### config.mk
export PLATFORM = sky130hd
export DESIGN_NAME = rpt_top
export DESIGN_NICKNAME = d
export VERILOG_FILES = /design/src/rpt_pkg.sv /design/src/rpt_bank.sv /design/src/rpt_top.sv
export SDC_FILE = /design/constraint.sdc
export NUM_CORES = 1
export LEC_CHECK = 0
export ABC_CLOCK_PERIOD_IN_PS = 3400
export BUFFER_PORTS_ARGS = -buffer_cell sky130_fd_sc_hd__buf_2
export CELL_PAD_IN_SITES_DETAIL_PLACEMENT = 2
export CELL_PAD_IN_SITES_GLOBAL_PLACEMENT = 2
export CORE_MARGIN = 2
export CORE_UTILIZATION = 42
export DETAILED_ROUTE_END_ITERATION = 8
export PLACE_DENSITY_LB_ADDON = 0.05
export RECOVER_POWER = 25
export SETUP_SLACK_MARGIN = 0.1
export SLEW_MARGIN = 15
export SYNTH_ARGS = -nofsm -noshare
export SYNTH_HDL_FRONTEND = slang
export SYNTH_SLANG_ARGS = --single-unit
### constraint.sdc
create_clock -name CLK_SYS -period 3.4 [get_ports CLK_SYS]
set_input_delay 0.34 -clock CLK_SYS [delete_from_list [all_inputs] [get_ports CLK_SYS]]
set_output_delay 0.34 -clock CLK_SYS [all_outputs]
set_load 0.05 [all_outputs]
### src/rpt_pkg.sv
// Package: timing constants, command types and per-bank state for the read-precharge block
package rpt_pkg;
  localparam int RPT_BANKS     = 8;
  localparam int RPT_CLK_MHZ   = 25;
  localparam int RPT_CLK_PS    = 40000;
  localparam int RPT_TRAS_PS   = 40000;
  localparam int RPT_TRTP_PS   = 7500;
  localparam int RPT_TRP_PS    = 15000;
  // Analog times round up to whole clocks
  localparam int RPT_TRAS_CK   = (RPT_TRAS_PS + RPT_CLK_PS - 1) / RPT_CLK_PS;
  localparam int RPT_TRTP_CK   = (RPT_TRTP_PS + RPT_CLK_PS - 1) / RPT_CLK_PS;
  localparam int RPT_TRP_CK    = (RPT_TRP_PS + RPT_CLK_PS - 1) / RPT_CLK_PS;
  localparam int RPT_PREF_GAP  = 2;
  localparam int RPT_AP_BIT    = 10;
  localparam int RPT_CNT_W     = 6;
  localparam logic [RPT_CNT_W-1:0] RPT_CNT_RST = 6'h00;

  typedef enum logic [2:0] {
    RPT_CMD_NOP, RPT_CMD_ACT, RPT_CMD_RD, RPT_CMD_WR, RPT_CMD_PRE
  } rpt_cmd_t;

  typedef struct packed {
    rpt_cmd_t    cmd;
    logic [2:0]  bank;
    logic [13:0] addr;
  } rpt_req_t;

  typedef enum logic [1:0] {
    RPT_IDLE, RPT_OPEN, RPT_AP_WAIT, RPT_PRECH
  } rpt_state_t;
endpackage

### src/rpt_bank.sv
// One bank's row timer: tRAS, tRTP, auto precharge launch and tRP
`timescale 1ns/1ps
module rpt_bank
  import rpt_pkg::*;
#(
  parameter int AL = 1,
  parameter int BL = 4
) (
  input  wire logic clk,
  input  wire logic rst_n,
  input  wire logic act,
  input  wire logic rd,
  input  wire logic ap,
  input  wire logic pre,
  output logic      busy_q,
  output logic      ap_start_q
);
  initial begin
    if (!(BL == 4 || BL == 8) || AL < 0 || AL > 6) $error("rpt_bank: bad AL/BL");
  end
  localparam logic [RPT_CNT_W-1:0] AP_EDGE = RPT_CNT_W'(AL + BL / 2);
  // Last prefetch begins at AL (BL4) or AL+2 (BL8)
  localparam logic [RPT_CNT_W-1:0] PREF_END = RPT_CNT_W'(AL + BL / 2 - 2 + RPT_PREF_GAP);
  localparam logic [RPT_CNT_W-1:0] RTP_END =
    RPT_CNT_W'(AL + BL / 2 - 2 + RPT_TRTP_CK);
  localparam logic [RPT_CNT_W-1:0] RAS_END = RPT_CNT_W'(RPT_TRAS_CK);
  localparam logic [RPT_CNT_W-1:0] RP_END  = RPT_CNT_W'(RPT_TRP_CK);
  localparam logic [RPT_CNT_W-1:0] CMAX    = {RPT_CNT_W{1'b1}};

  rpt_state_t st_q;
  logic [RPT_CNT_W-1:0] ras_q, rd_q, rp_q;
  logic ok;

  function automatic logic [RPT_CNT_W-1:0] inc(input logic [RPT_CNT_W-1:0] v);
    return (v == CMAX) ? v : v + 1'b1;
  endfunction

  // Launch only when every minimum holds; checked each cycle, so late ones defer it
  assign ok = rd_q >= AP_EDGE && rd_q >= PREF_END && rd_q >= RTP_END
              && ras_q >= RAS_END;

  always_ff @(posedge clk) begin
    if (!rst_n) begin
      st_q <= RPT_IDLE;
    end else begin
      case (st_q)
        RPT_IDLE:    if (act) st_q <= RPT_OPEN;
        RPT_OPEN: begin
          if (pre) st_q <= RPT_PRECH;
          else if (rd && ap) st_q <= RPT_AP_WAIT;
        end
        RPT_AP_WAIT: if (ok) st_q <= RPT_PRECH;
        RPT_PRECH:   if (rp_q + 1'b1 >= RP_END) st_q <= RPT_IDLE;
        default:     st_q <= RPT_IDLE;
      endcase
    end
  end

  always_ff @(posedge clk) begin
    if (!rst_n) ras_q <= RPT_CNT_RST;
    else if (act && st_q == RPT_IDLE) ras_q <= 6'h01;
    else ras_q <= inc(ras_q);
  end

  always_ff @(posedge clk) begin
    if (!rst_n) rd_q <= RPT_CNT_RST;
    else if (rd && st_q == RPT_OPEN) rd_q <= 6'h01;
    else rd_q <= inc(rd_q);
  end

  // tRP counts from the launch itself, not from a later edge
  always_ff @(posedge clk) begin
    if (!rst_n) rp_q <= RPT_CNT_RST;
    else if (st_q != RPT_PRECH) rp_q <= RPT_CNT_RST;
    else rp_q <= inc(rp_q);
  end

  always_ff @(posedge clk) begin
    if (!rst_n) begin
      busy_q     <= 1'b0;
      ap_start_q <= 1'b0;
    end else begin
      busy_q     <= (st_q == RPT_AP_WAIT) || (st_q == RPT_PRECH);
      ap_start_q <= (st_q == RPT_AP_WAIT) && ok;
    end
  end
endmodule

### src/rpt_top.sv
// Eight-bank read/auto-precharge timing core for the device side
`timescale 1ns/1ps
module rpt_top
  import rpt_pkg::*;
#(
  parameter int AL = 1,
  parameter int BL = 4
) (
  input  wire logic                 CLK_SYS,
  input  wire logic                 RESETN,
  input  wire rpt_req_t             REQ,
  output logic [RPT_BANKS-1:0]      BANK_BUSY,
  output logic [RPT_BANKS-1:0]      AP_START
);
  logic [RPT_BANKS-1:0] busy_w, ap_w;
  logic                 ap_flag;

  // Commands come from same-clock controller logic, so no synchroniser
  assign ap_flag = REQ.addr[RPT_AP_BIT];

  for (genvar b = 0; b < RPT_BANKS; b++) begin : g_bank
    rpt_bank #(
      .AL (AL),
      .BL (BL)
    ) u_bank (
      .clk        (CLK_SYS),
      .rst_n      (RESETN),
      .act        (REQ.cmd == RPT_CMD_ACT && REQ.bank == 3'(b)),
      .rd         (REQ.cmd == RPT_CMD_RD && REQ.bank == 3'(b)),
      .ap         (ap_flag),
      .pre        (REQ.cmd == RPT_CMD_PRE && REQ.bank == 3'(b)),
      .busy_q     (busy_w[b]),
      .ap_start_q (ap_w[b])
    );
  end

  always_ff @(posedge CLK_SYS) begin
    if (!RESETN) begin
      BANK_BUSY <= '0;
      AP_START  <= '0;
    end else begin
      BANK_BUSY <= busy_w;
      AP_START  <= ap_w;
    end
  end
endmodule

==> results, run 1 <==
- In this run the vertical extent of the chip is 157 um.
- At the worst endpoint, the required time is 3.76 ns.
- The number of design-rule violations left by the first detailed-router iteration is 218.
- TritonCTS built the clock tree.
- The first global-routing pass estimated 42.7 mm of wire.
- The number of maximum-capacitance constraint violations is 1.
- Summed over all instances, the cell type with the most area after synthesis is sky130_fd_sc_hd__dfxtp_1.
- The clock tree root driver cell is sky130_fd_sc_hd__clkbuf_16.
- The final route contains 7,990 vias.
- The worst setup path is captured at a flop.
- The signal on the critical path passes through clkbuf_4, clkbuf_2, nand2_1, nor3_1.
- In the finished design, the share of the clock period the worst path needs comes to 0.703.
- The number of nets at the end of the flow is 1,267.
- After routing, the total negative slack on setup checks comes to 0 ns.
- The count of filler cells inserted in the layout is 2,489.
- The sequential area share after synthesis is 0.391.
- The netlist uses 53 different library cells.
- Synthesis inferred 192 register bits.
- The class of the worst hold path is input pin to flop.
- The via count of the first global-routing pass is 8,697.
- For this run, asynchronously set or reset flops after synthesis account for 0.
- Counting every sink on the clock net gives 192.
- Headroom to the max-slew limit came out at -0.322.
- The pre-antenna-repair detailed-routing pass consisted of 4 iterations.
- The worst register-to-register path ends at g_bank[2].u_bank.st_q[1].
- The die width is 157 um.
- Setup repair after global routing left no endpoint under its margin.
- By instance count, the leading cell after synthesis is sky130_fd_sc_hd__dfxtp_1.
- The routed via count divided by cell count is 5.42.
- The die covers 0.0246 sq mm.
- Dividing the synthesized area by the synthesized cell count gives 8.75 sq um.
- Power spread over the standard cell area amounts to 471 mW/mm^2.
- The final layout contains routed wiring with a total length of 25.0 mm.
- 38 I/O pins were placed.
- The cell count after placement is 1,443.
- The share of synthesized area in the top cell type comes to 0.391.
- In this design, the stage delay of the slowest critical-path cell is 1.38 ns.
- The number of cells on the worst reg-to-reg path is 7.
- After legalization and detailed placement, the total HPWL measured 17.4 mm.
- The fraction of final layout cells with drive strength greater than 1 is 0.0654.
- The clock latency reported for the late side of the worst-skew pair is 0.45 ns.
- The peak ir drop on the vdd network is 0.240 mV.
- The critical path start-end classification is input pin to flop.
- The placed instance area is 0.0103 sq mm.
- The relative area change from synthesis to final layout is 10.6%.
- The number of post-CTS setup repair buffers is 0.
- The number of enable-type register cells in the synthesized netlist is 0.
- The total global routing track utilization is 0.214.
- The launch instance of the worst min-delay path is REQ[19].
- Subtracting the final worst setup slack from the clock period gives 2.39 ns.
- The routability congestion estimate from global placement is 0.755.
- The synthesized netlist occupies a cell area of 0.00983 sq mm.
- STA puts the critical path data arrival time at 2.75 ns.
- The startpoint of the worst-slack reg-to-reg timing path is g_bank[2].u_bank.ras_q[0].
- Of the total power, the clock network draws 0.402.
- The number of buffers added by the clock tree synthesis step is 17.
- Once detail routing completed, the nets flagged for antenna violations numbered 0.
- The max-slew violation total from the final report is 105.
- For this run, the leading register cell type out of synthesis is sky130_fd_sc_hd__dfxtp_1.
- Synthesis handed over a netlist of 1,123 instances.
- Post-CTS repair changed the size of 0 cells.
- The count of port buffers added during placement is 24.
- The highest-delay cell along the critical path is sky130_fd_sc_hd__clkbuf_2.
- The initial core utilization is 0.432.
- The leakage power summed over all cells is 4.14 nW.
- For hold timing, the worst endpoint is g_bank[1].u_bank.ras_q[0].
- Of the total power, the share spent switching nets is 0.277.
- The maximum root-to-sink buffer count is 2.
- The post-route standard cell area excluding fillers is 0.0109 sq mm.
- Measured on the finished design, the core utilization comes to 0.477.
- In the routed design, unresolved DRC markers number 0.
- Buffers inserted to repair hold after CTS numbered 0.
- The maximum operating frequency is 0.419 GHz.
- The net load switching power is 1.42 mW.
- The number of nets in the synthesized netlist is 1,241.
- The share of power burned in combinational logic is 0.119.
- At the pin with the least slew margin, the transition time is 1.98 ns.
- The setup slack of the most critical reg-to-reg path is 1.29 ns.
- The total power is 5.12 mW.
- The H-tree level count is 4.
- The maximum fanout along the worst path is 104.
- The setup-violating endpoint count in the final report is 0.
- The wire length per cell after detailed routing is 17.0 um.
- The initialized floorplan defines 55 standard-cell rows.
- The core area is 0.0228 sq mm.
- Clock-pin slew was measured on the worst setup and hold paths at 0.07 ns.
- By area the synthesized netlist is led by sky130_fd_sc_hd__dfxtp_1 39%, sky130_fd_sc_hd__ha_1 12%, sky130_fd_sc_hd__nor2_1 4.8%.
- The count of cells in the finished layout, fillers not included, comes to 1,475.
- The final setup skew is 0.0131 ns.
- The worst hold path was traced through 4 stages.
- The share of power burned in registers is 0.479.
- The checks that failed: max-capacitance violations, max-slew violations.
- During synthesis, Yosys emitted a total of 0 warnings.
- The commonest cells after synthesis are 192 x sky130_fd_sc_hd__dfxtp_1, 126 x sky130_fd_sc_hd__nor2_1, 109 x sky130_fd_sc_hd__nand2_1.
- The maximum number of pins on one net before global-route repair is 105.
- Summed over all layers, the global routing overflow is 0.
- The flow ran to the end, but the final reports show violations.
- The total internal power is 3.70 mW.
- The launching element type of the critical path is an input pin.
- The antenna diode instance count is 0.
- The count of final hold-check violations is 0.
- The initial antenna violation count is 0.
==> layout make-up <==
class	instances	area, sq um	share of cell area
inverter	61	229	0.0211
multi-input combinational	850	5680	0.523
clock inverter	14	158	0.0145
timing repair buffer	27	138	0.0127
sequential	192	3840	0.354
tap	313	392	0.0360
clock buffer	18	429	0.0395
==> per-layer routing <==
metal  up-vias  global-route usage  routed length [um]
met3        19              0.0322                 411
met5         -                   0                   0
met1      3962               0.255               11500
met2        49               0.397               12800
met4         0              0.0555                 327
li1       3960                   -                   -
==> cells in the final DEF (no fill, tap or decap), drive strengths merged, types with 6 or more instances in the layout <==
cell type	instances
dfxtp	192
a2111oi	6
o21a	10
buf	21
mux2i	34
nor4	9
and3	41
nand4	10
nor2b	12
a21oi	58
nand2	110
nor3b	15
nor2	127
nor3	40
nand2b	7
inv	65
nand3	66
xnor2	42
a21boi	16
o21ai	31
nor4b	14
clkbuf	24
a31oi	15
and2	18
xor2	13
ha	96
a211oi	14
==> logic make-up (layout without fill, tap and decap cells) <==
kind of cell    Yosys count  count (layout)  share of synthesized area
flops                   192             192                      0.391
mux                      34              34                     0.0346
xor+xnor                 55              55                     0.0490
simple gates            490             490                      0.252
fa+ha+maj                96              96                      0.122
buf+inv                  81             120                     0.0313
compound gates          175             175                      0.120
==> stage by stage <==
| step | hold slack (ns) | worst slack (ns) |
|---|---|---|
| 6_report | 0.416 | 1.01 |
| 5_1_grt | 0.457 | 0.712 |
| 4_1_cts | 0.392 | 1.28 |
| 3_5_place_dp | 0.422 | 1.22 |
| 3_3_place_gp | 0.422 | 1.28 |
| 2_1_floorplan | 0.412 | 1.63 |
==> power by group through the flow <==
stage | logic (mW) | clock network (mW) | registers [mW]
3_3_place_gp | 0.573 | 0 | 2.50
5_1_grt | 0.698 | 2.21 | 2.47
6_report | 0.611 | 2.06 | 2.45
2_1_floorplan | 0.461 | 0 | 2.47
3_5_place_dp | 0.606 | 0 | 2.50
4_1_cts | 0.624 | 2.13 | 2.45
==> how the worst max path moves through the flow <==
| stage | slack [ns] | endpoint | startpoint |
|---|---|---|---|
| 3_5_place_dp | 1.22 | g_bank[1].u_bank.st_q[1] | REQ[17] |
| 2_1_floorplan | 1.63 | g_bank[5].u_bank.st_q[0] | g_bank[5].u_bank.ras_q[0] |
| 4_1_cts | 1.28 | g_bank[2].u_bank.st_q[1] | g_bank[2].u_bank.ras_q[0] |
| 6_report | 1.01 | g_bank[0].u_bank.rp_q[2] | RESETN |
| 5_1_grt | 0.71 | g_bank[1].u_bank.ras_q[5] | RESETN |
| 3_3_place_gp | 1.28 | g_bank[2].u_bank.st_q[1] | REQ[15] |
==> state kept, by name, indices dropped and copies added, names as in the netlist <==
register and flops:
AP_START 8, g_bank.u_bank.ras_q 48, g_bank.u_bank.st_q 16, BANK_BUSY 8, g_bank.u_bank.rp_q 48, g_bank.u_bank.rd_q 48, g_bank.u_bank.busy_q 8, g_bank.u_bank.ap_start_q 8
==> worst max-delay path: cells and delay by family <==
family | cells | cell delay [ns]
buffers and inverters | 2 | 1.48
AND/OR/NAND/NOR | 2 | 0.87
Note: power is estimated with default switching activity, not from simulation.
==> run 2, diff against run 1 <==
ABC_CLOCK_PERIOD_IN_PS = 2190   (was 3400)
CORE_UTILIZATION = 35   (was 42)
clock period = 2.19 ns   (was 3.4 ns; I/O delays follow)
==> results, run 2 (same netlist as run 1, synthesis figures left out) <==
- The run finished with clean final reports.
- The top-level I/O count is 38 (unchanged).
- The setup path with the least slack is of type flop to flop.
- The post-detailed-routing wire length is 24.1 mm (-3.6%).
- The count of unresolved DRC violations after routing is 0 (unchanged).
- The placed wire-length estimate is 17.4 mm (-0.13%).
- The vias after detailed routing came to 7,941 (-0.61%).
- The slowest stage of the critical path belongs to the cell sky130_fd_sc_hd__nor4b_1.
- Traced cell by cell, the critical path runs through nand3_1, mux2i_1, nor4b_1, a2111oi_4, mux2i_1.
- The initial antenna violation count is 1 (+1).
- The maximum fanout along the worst path is 6 (-94%).
- The routed via count divided by cell count is 5.10 (-5.8%).
- The site row count is 61 (+11%).
- The setup-violating endpoint count in the final report is 0 (unchanged).
- The maximum root-to-sink buffer count came to 2 (unchanged).
- The library cell used most frequently in the layout, excluding fill and tap cells, is sky130_fd_sc_hd__dfxtp_1.
- The initial core utilization is 0.355 (-0.0767).
- The floorplan die area is 0.0294 sq mm (+19%).
- The maximum number of pins on one net before global-route repair is 32 (-70%).
- The delay contributed by the slowest stage of the critical path was 0.72 ns (-0.66 ns).
- The worst setup path is captured at a flop.
- The routability congestion estimate from global placement is 0.726 (-3.8%).
- In the final layout, the registers with the most flip-flops are g_bank.u_bank.ras_q x48, g_bank.u_bank.rd_q x48, g_bank.u_bank.rp_q x48.
- The register clock-pin slew on the reported worst setup and hold paths is 0.07 ns (about the same).
- The H-tree level count was 4 (unchanged).
- The clock latency reported for the late side of the worst-skew pair came to 0.45 ns (about the same).
- STA classifies the critical path startpoint as a flop.
- The tightest min-delay check is of the input pin to flop type.
- The number of detailed-routing iterations run before antenna repair is 6 (+2).
- The maximum operating frequency is 0.521 GHz.
- The accumulated negative setup slack is 0 ns (unchanged).
- The power density over cell area is 737 mW/mm^2 (+56%).
- The headroom to the max-slew limit came to 0.448 (+0.770).
- The number of hold buffers added after CTS is 0 (unchanged).
- In this run the worst setup path begins at g_bank[2].u_bank.rp_q[2].
- The arrival time at the worst endpoint is 2.24 ns (-0.51 ns).
- The total global routing track utilization was 0.173 (-0.0406).
- The clock tree root driver cell is sky130_fd_sc_hd__clkbuf_16.
- The utilization after layout is 0.404 (-0.0736).
- The slew of the pin with the lowest slew margin was 0.817 ns (-1.17 ns).
- The global-route wire length before repair is 41.1 mm (-3.6%).
- The height of the chip is 172 um (+9.3%).
- The smallest clock period supported by the final layout is computed as 1.92 ns.
- The max-slew violation total from the final report is 0 (-100%).
- The clock sink total is 192 (unchanged).
- The worst path required time is 2.51 ns (-1.25 ns).
- The die width was 172 um (+9.3%).
- In the finished design, the share of the clock period the worst path needs comes to 0.876.
- The number of maximum-capacitance constraint violations is 0 (-1).
- The count of cells resized by post-cts repair is 0 (unchanged).
- The post-route standard cell area excluding fillers came to 0.0112 sq mm (+2.9%).
- The library cells used most frequently in the layout, excluding fill and tap cells, are 192 x sky130_fd_sc_hd__dfxtp_1, 126 x sky130_fd_sc_hd__nor2_1, 109 x sky130_fd_sc_hd__nand2_1, 96 x sky130_fd_sc_hd__ha_1, 66 x sky130_fd_sc_hd__nand3_1.
- The peak ir drop on the vdd network is 0.499 mV (+110%).
- The wire length per cell after detailed routing is 15.5 um (-8.7%).
- The count of port buffers added during placement is 24 (unchanged).
- The count of final hold-check violations is 0 (unchanged).
- The final setup skew is 0.00788 ns (-0.00525 ns).
- The core area was 0.0277 sq mm (+22%).
- The leftover overflow at the end of global routing is 0 (unchanged).
- The count of filler cells inserted in the layout is 3,102 (+25%).
- The startpoint of the worst-slack reg-to-reg timing path is g_bank[2].u_bank.rp_q[2].
- Setup repair after global routing could not meet its margin everywhere.
- The launch instance of the worst min-delay path is RESETN.
- The via count of the first global-routing pass is 8,419 (-3.2%).
- The most prevalent standard cell on the critical path is sky130_fd_sc_hd__mux2i_1.
- The number of design-rule violations left by the first detailed-router iteration was 240 (+10%).
- The clock tree from TritonCTS is done.
- The placed instance area came to 0.0105 sq mm (+2.3%).
- The number of nets at the end of the flow is 1,286 (+1.5%).
- The area growth from synthesis to layout is 13.7%.
- The number of post-CTS setup repair buffers was 0 (unchanged).
- The fraction of final layout cells with drive strength greater than 1 is 0.0705 (+0.00505).
- The leakage power summed over all cells was 4.22 nW (+2.0%).
- The number of buffers added by the clock tree synthesis step is 17 (unchanged).
- The residual antenna-violating net count after detailed routing came to 0 (unchanged).
[run 2: per-layer routing]
layer,wire [um],global-route usage,part of all wire,vias up
li1,-,-,-,3980
met5,0,0,0,-
met1,11300,0.212,0.47,3906
met4,368,0.0564,0.015,0
met2,12100,0.310,0.50,33
met3,317,0.0249,0.013,22
[run 2: area by class of cell]
cell class                 instances  area, sq um  share of cell area
timing repair buffer              46          294              0.0263
multi-input combinational        850         5710               0.511
clock inverter                    11          190              0.0170
sequential                       192         3840               0.344
inverter                          61          229              0.0205
antenna                            1         2.50            0.000224
clock buffer                      18          439              0.0393
tap                              378          473              0.0423
[run 2: critical path, delay by kind of cell (launching register included)]
family	cells	cell delay [ns]
simple gates	2	0.92
compound gates	1	0.11
mux	2	0.32
flops	1	0.44
[run 2: power by group]
group	total (mW)	switching, mW	internal (mW)
sequential	3.80	0.168	3.63
combinational	1.00	0.546	0.459
clock	3.43	1.40	2.03
total	8.23	2.11	6.12
[run 2: through the flow]
step	total power [mW]	setup WS, ns	instances	hold slack [ns]
finish	8.23	0.271	1557	0.142
global route	8.67	0.0932	1557	0.152
CTS	8.35	0.158	1556	0.129
detailed placement	4.86	0.168	1527	0.423
global placement	4.82	0.239	1527	0.416
floorplan	4.56	0.424	1123	0.412
[run 2: worst paths after layout]
check | cells after the start | endpoint | slack [ns]
worst min-delay path | 3 | g_bank[3].u_bank.ap_start_q | 0.14
worst max-delay path | 5 | g_bank[2].u_bank.st_q[1] | 0.27
worst min register to register | 1 | AP_START[0] | 0.43
worst max register to register | 5 | g_bank[2].u_bank.st_q[1] | 0.27
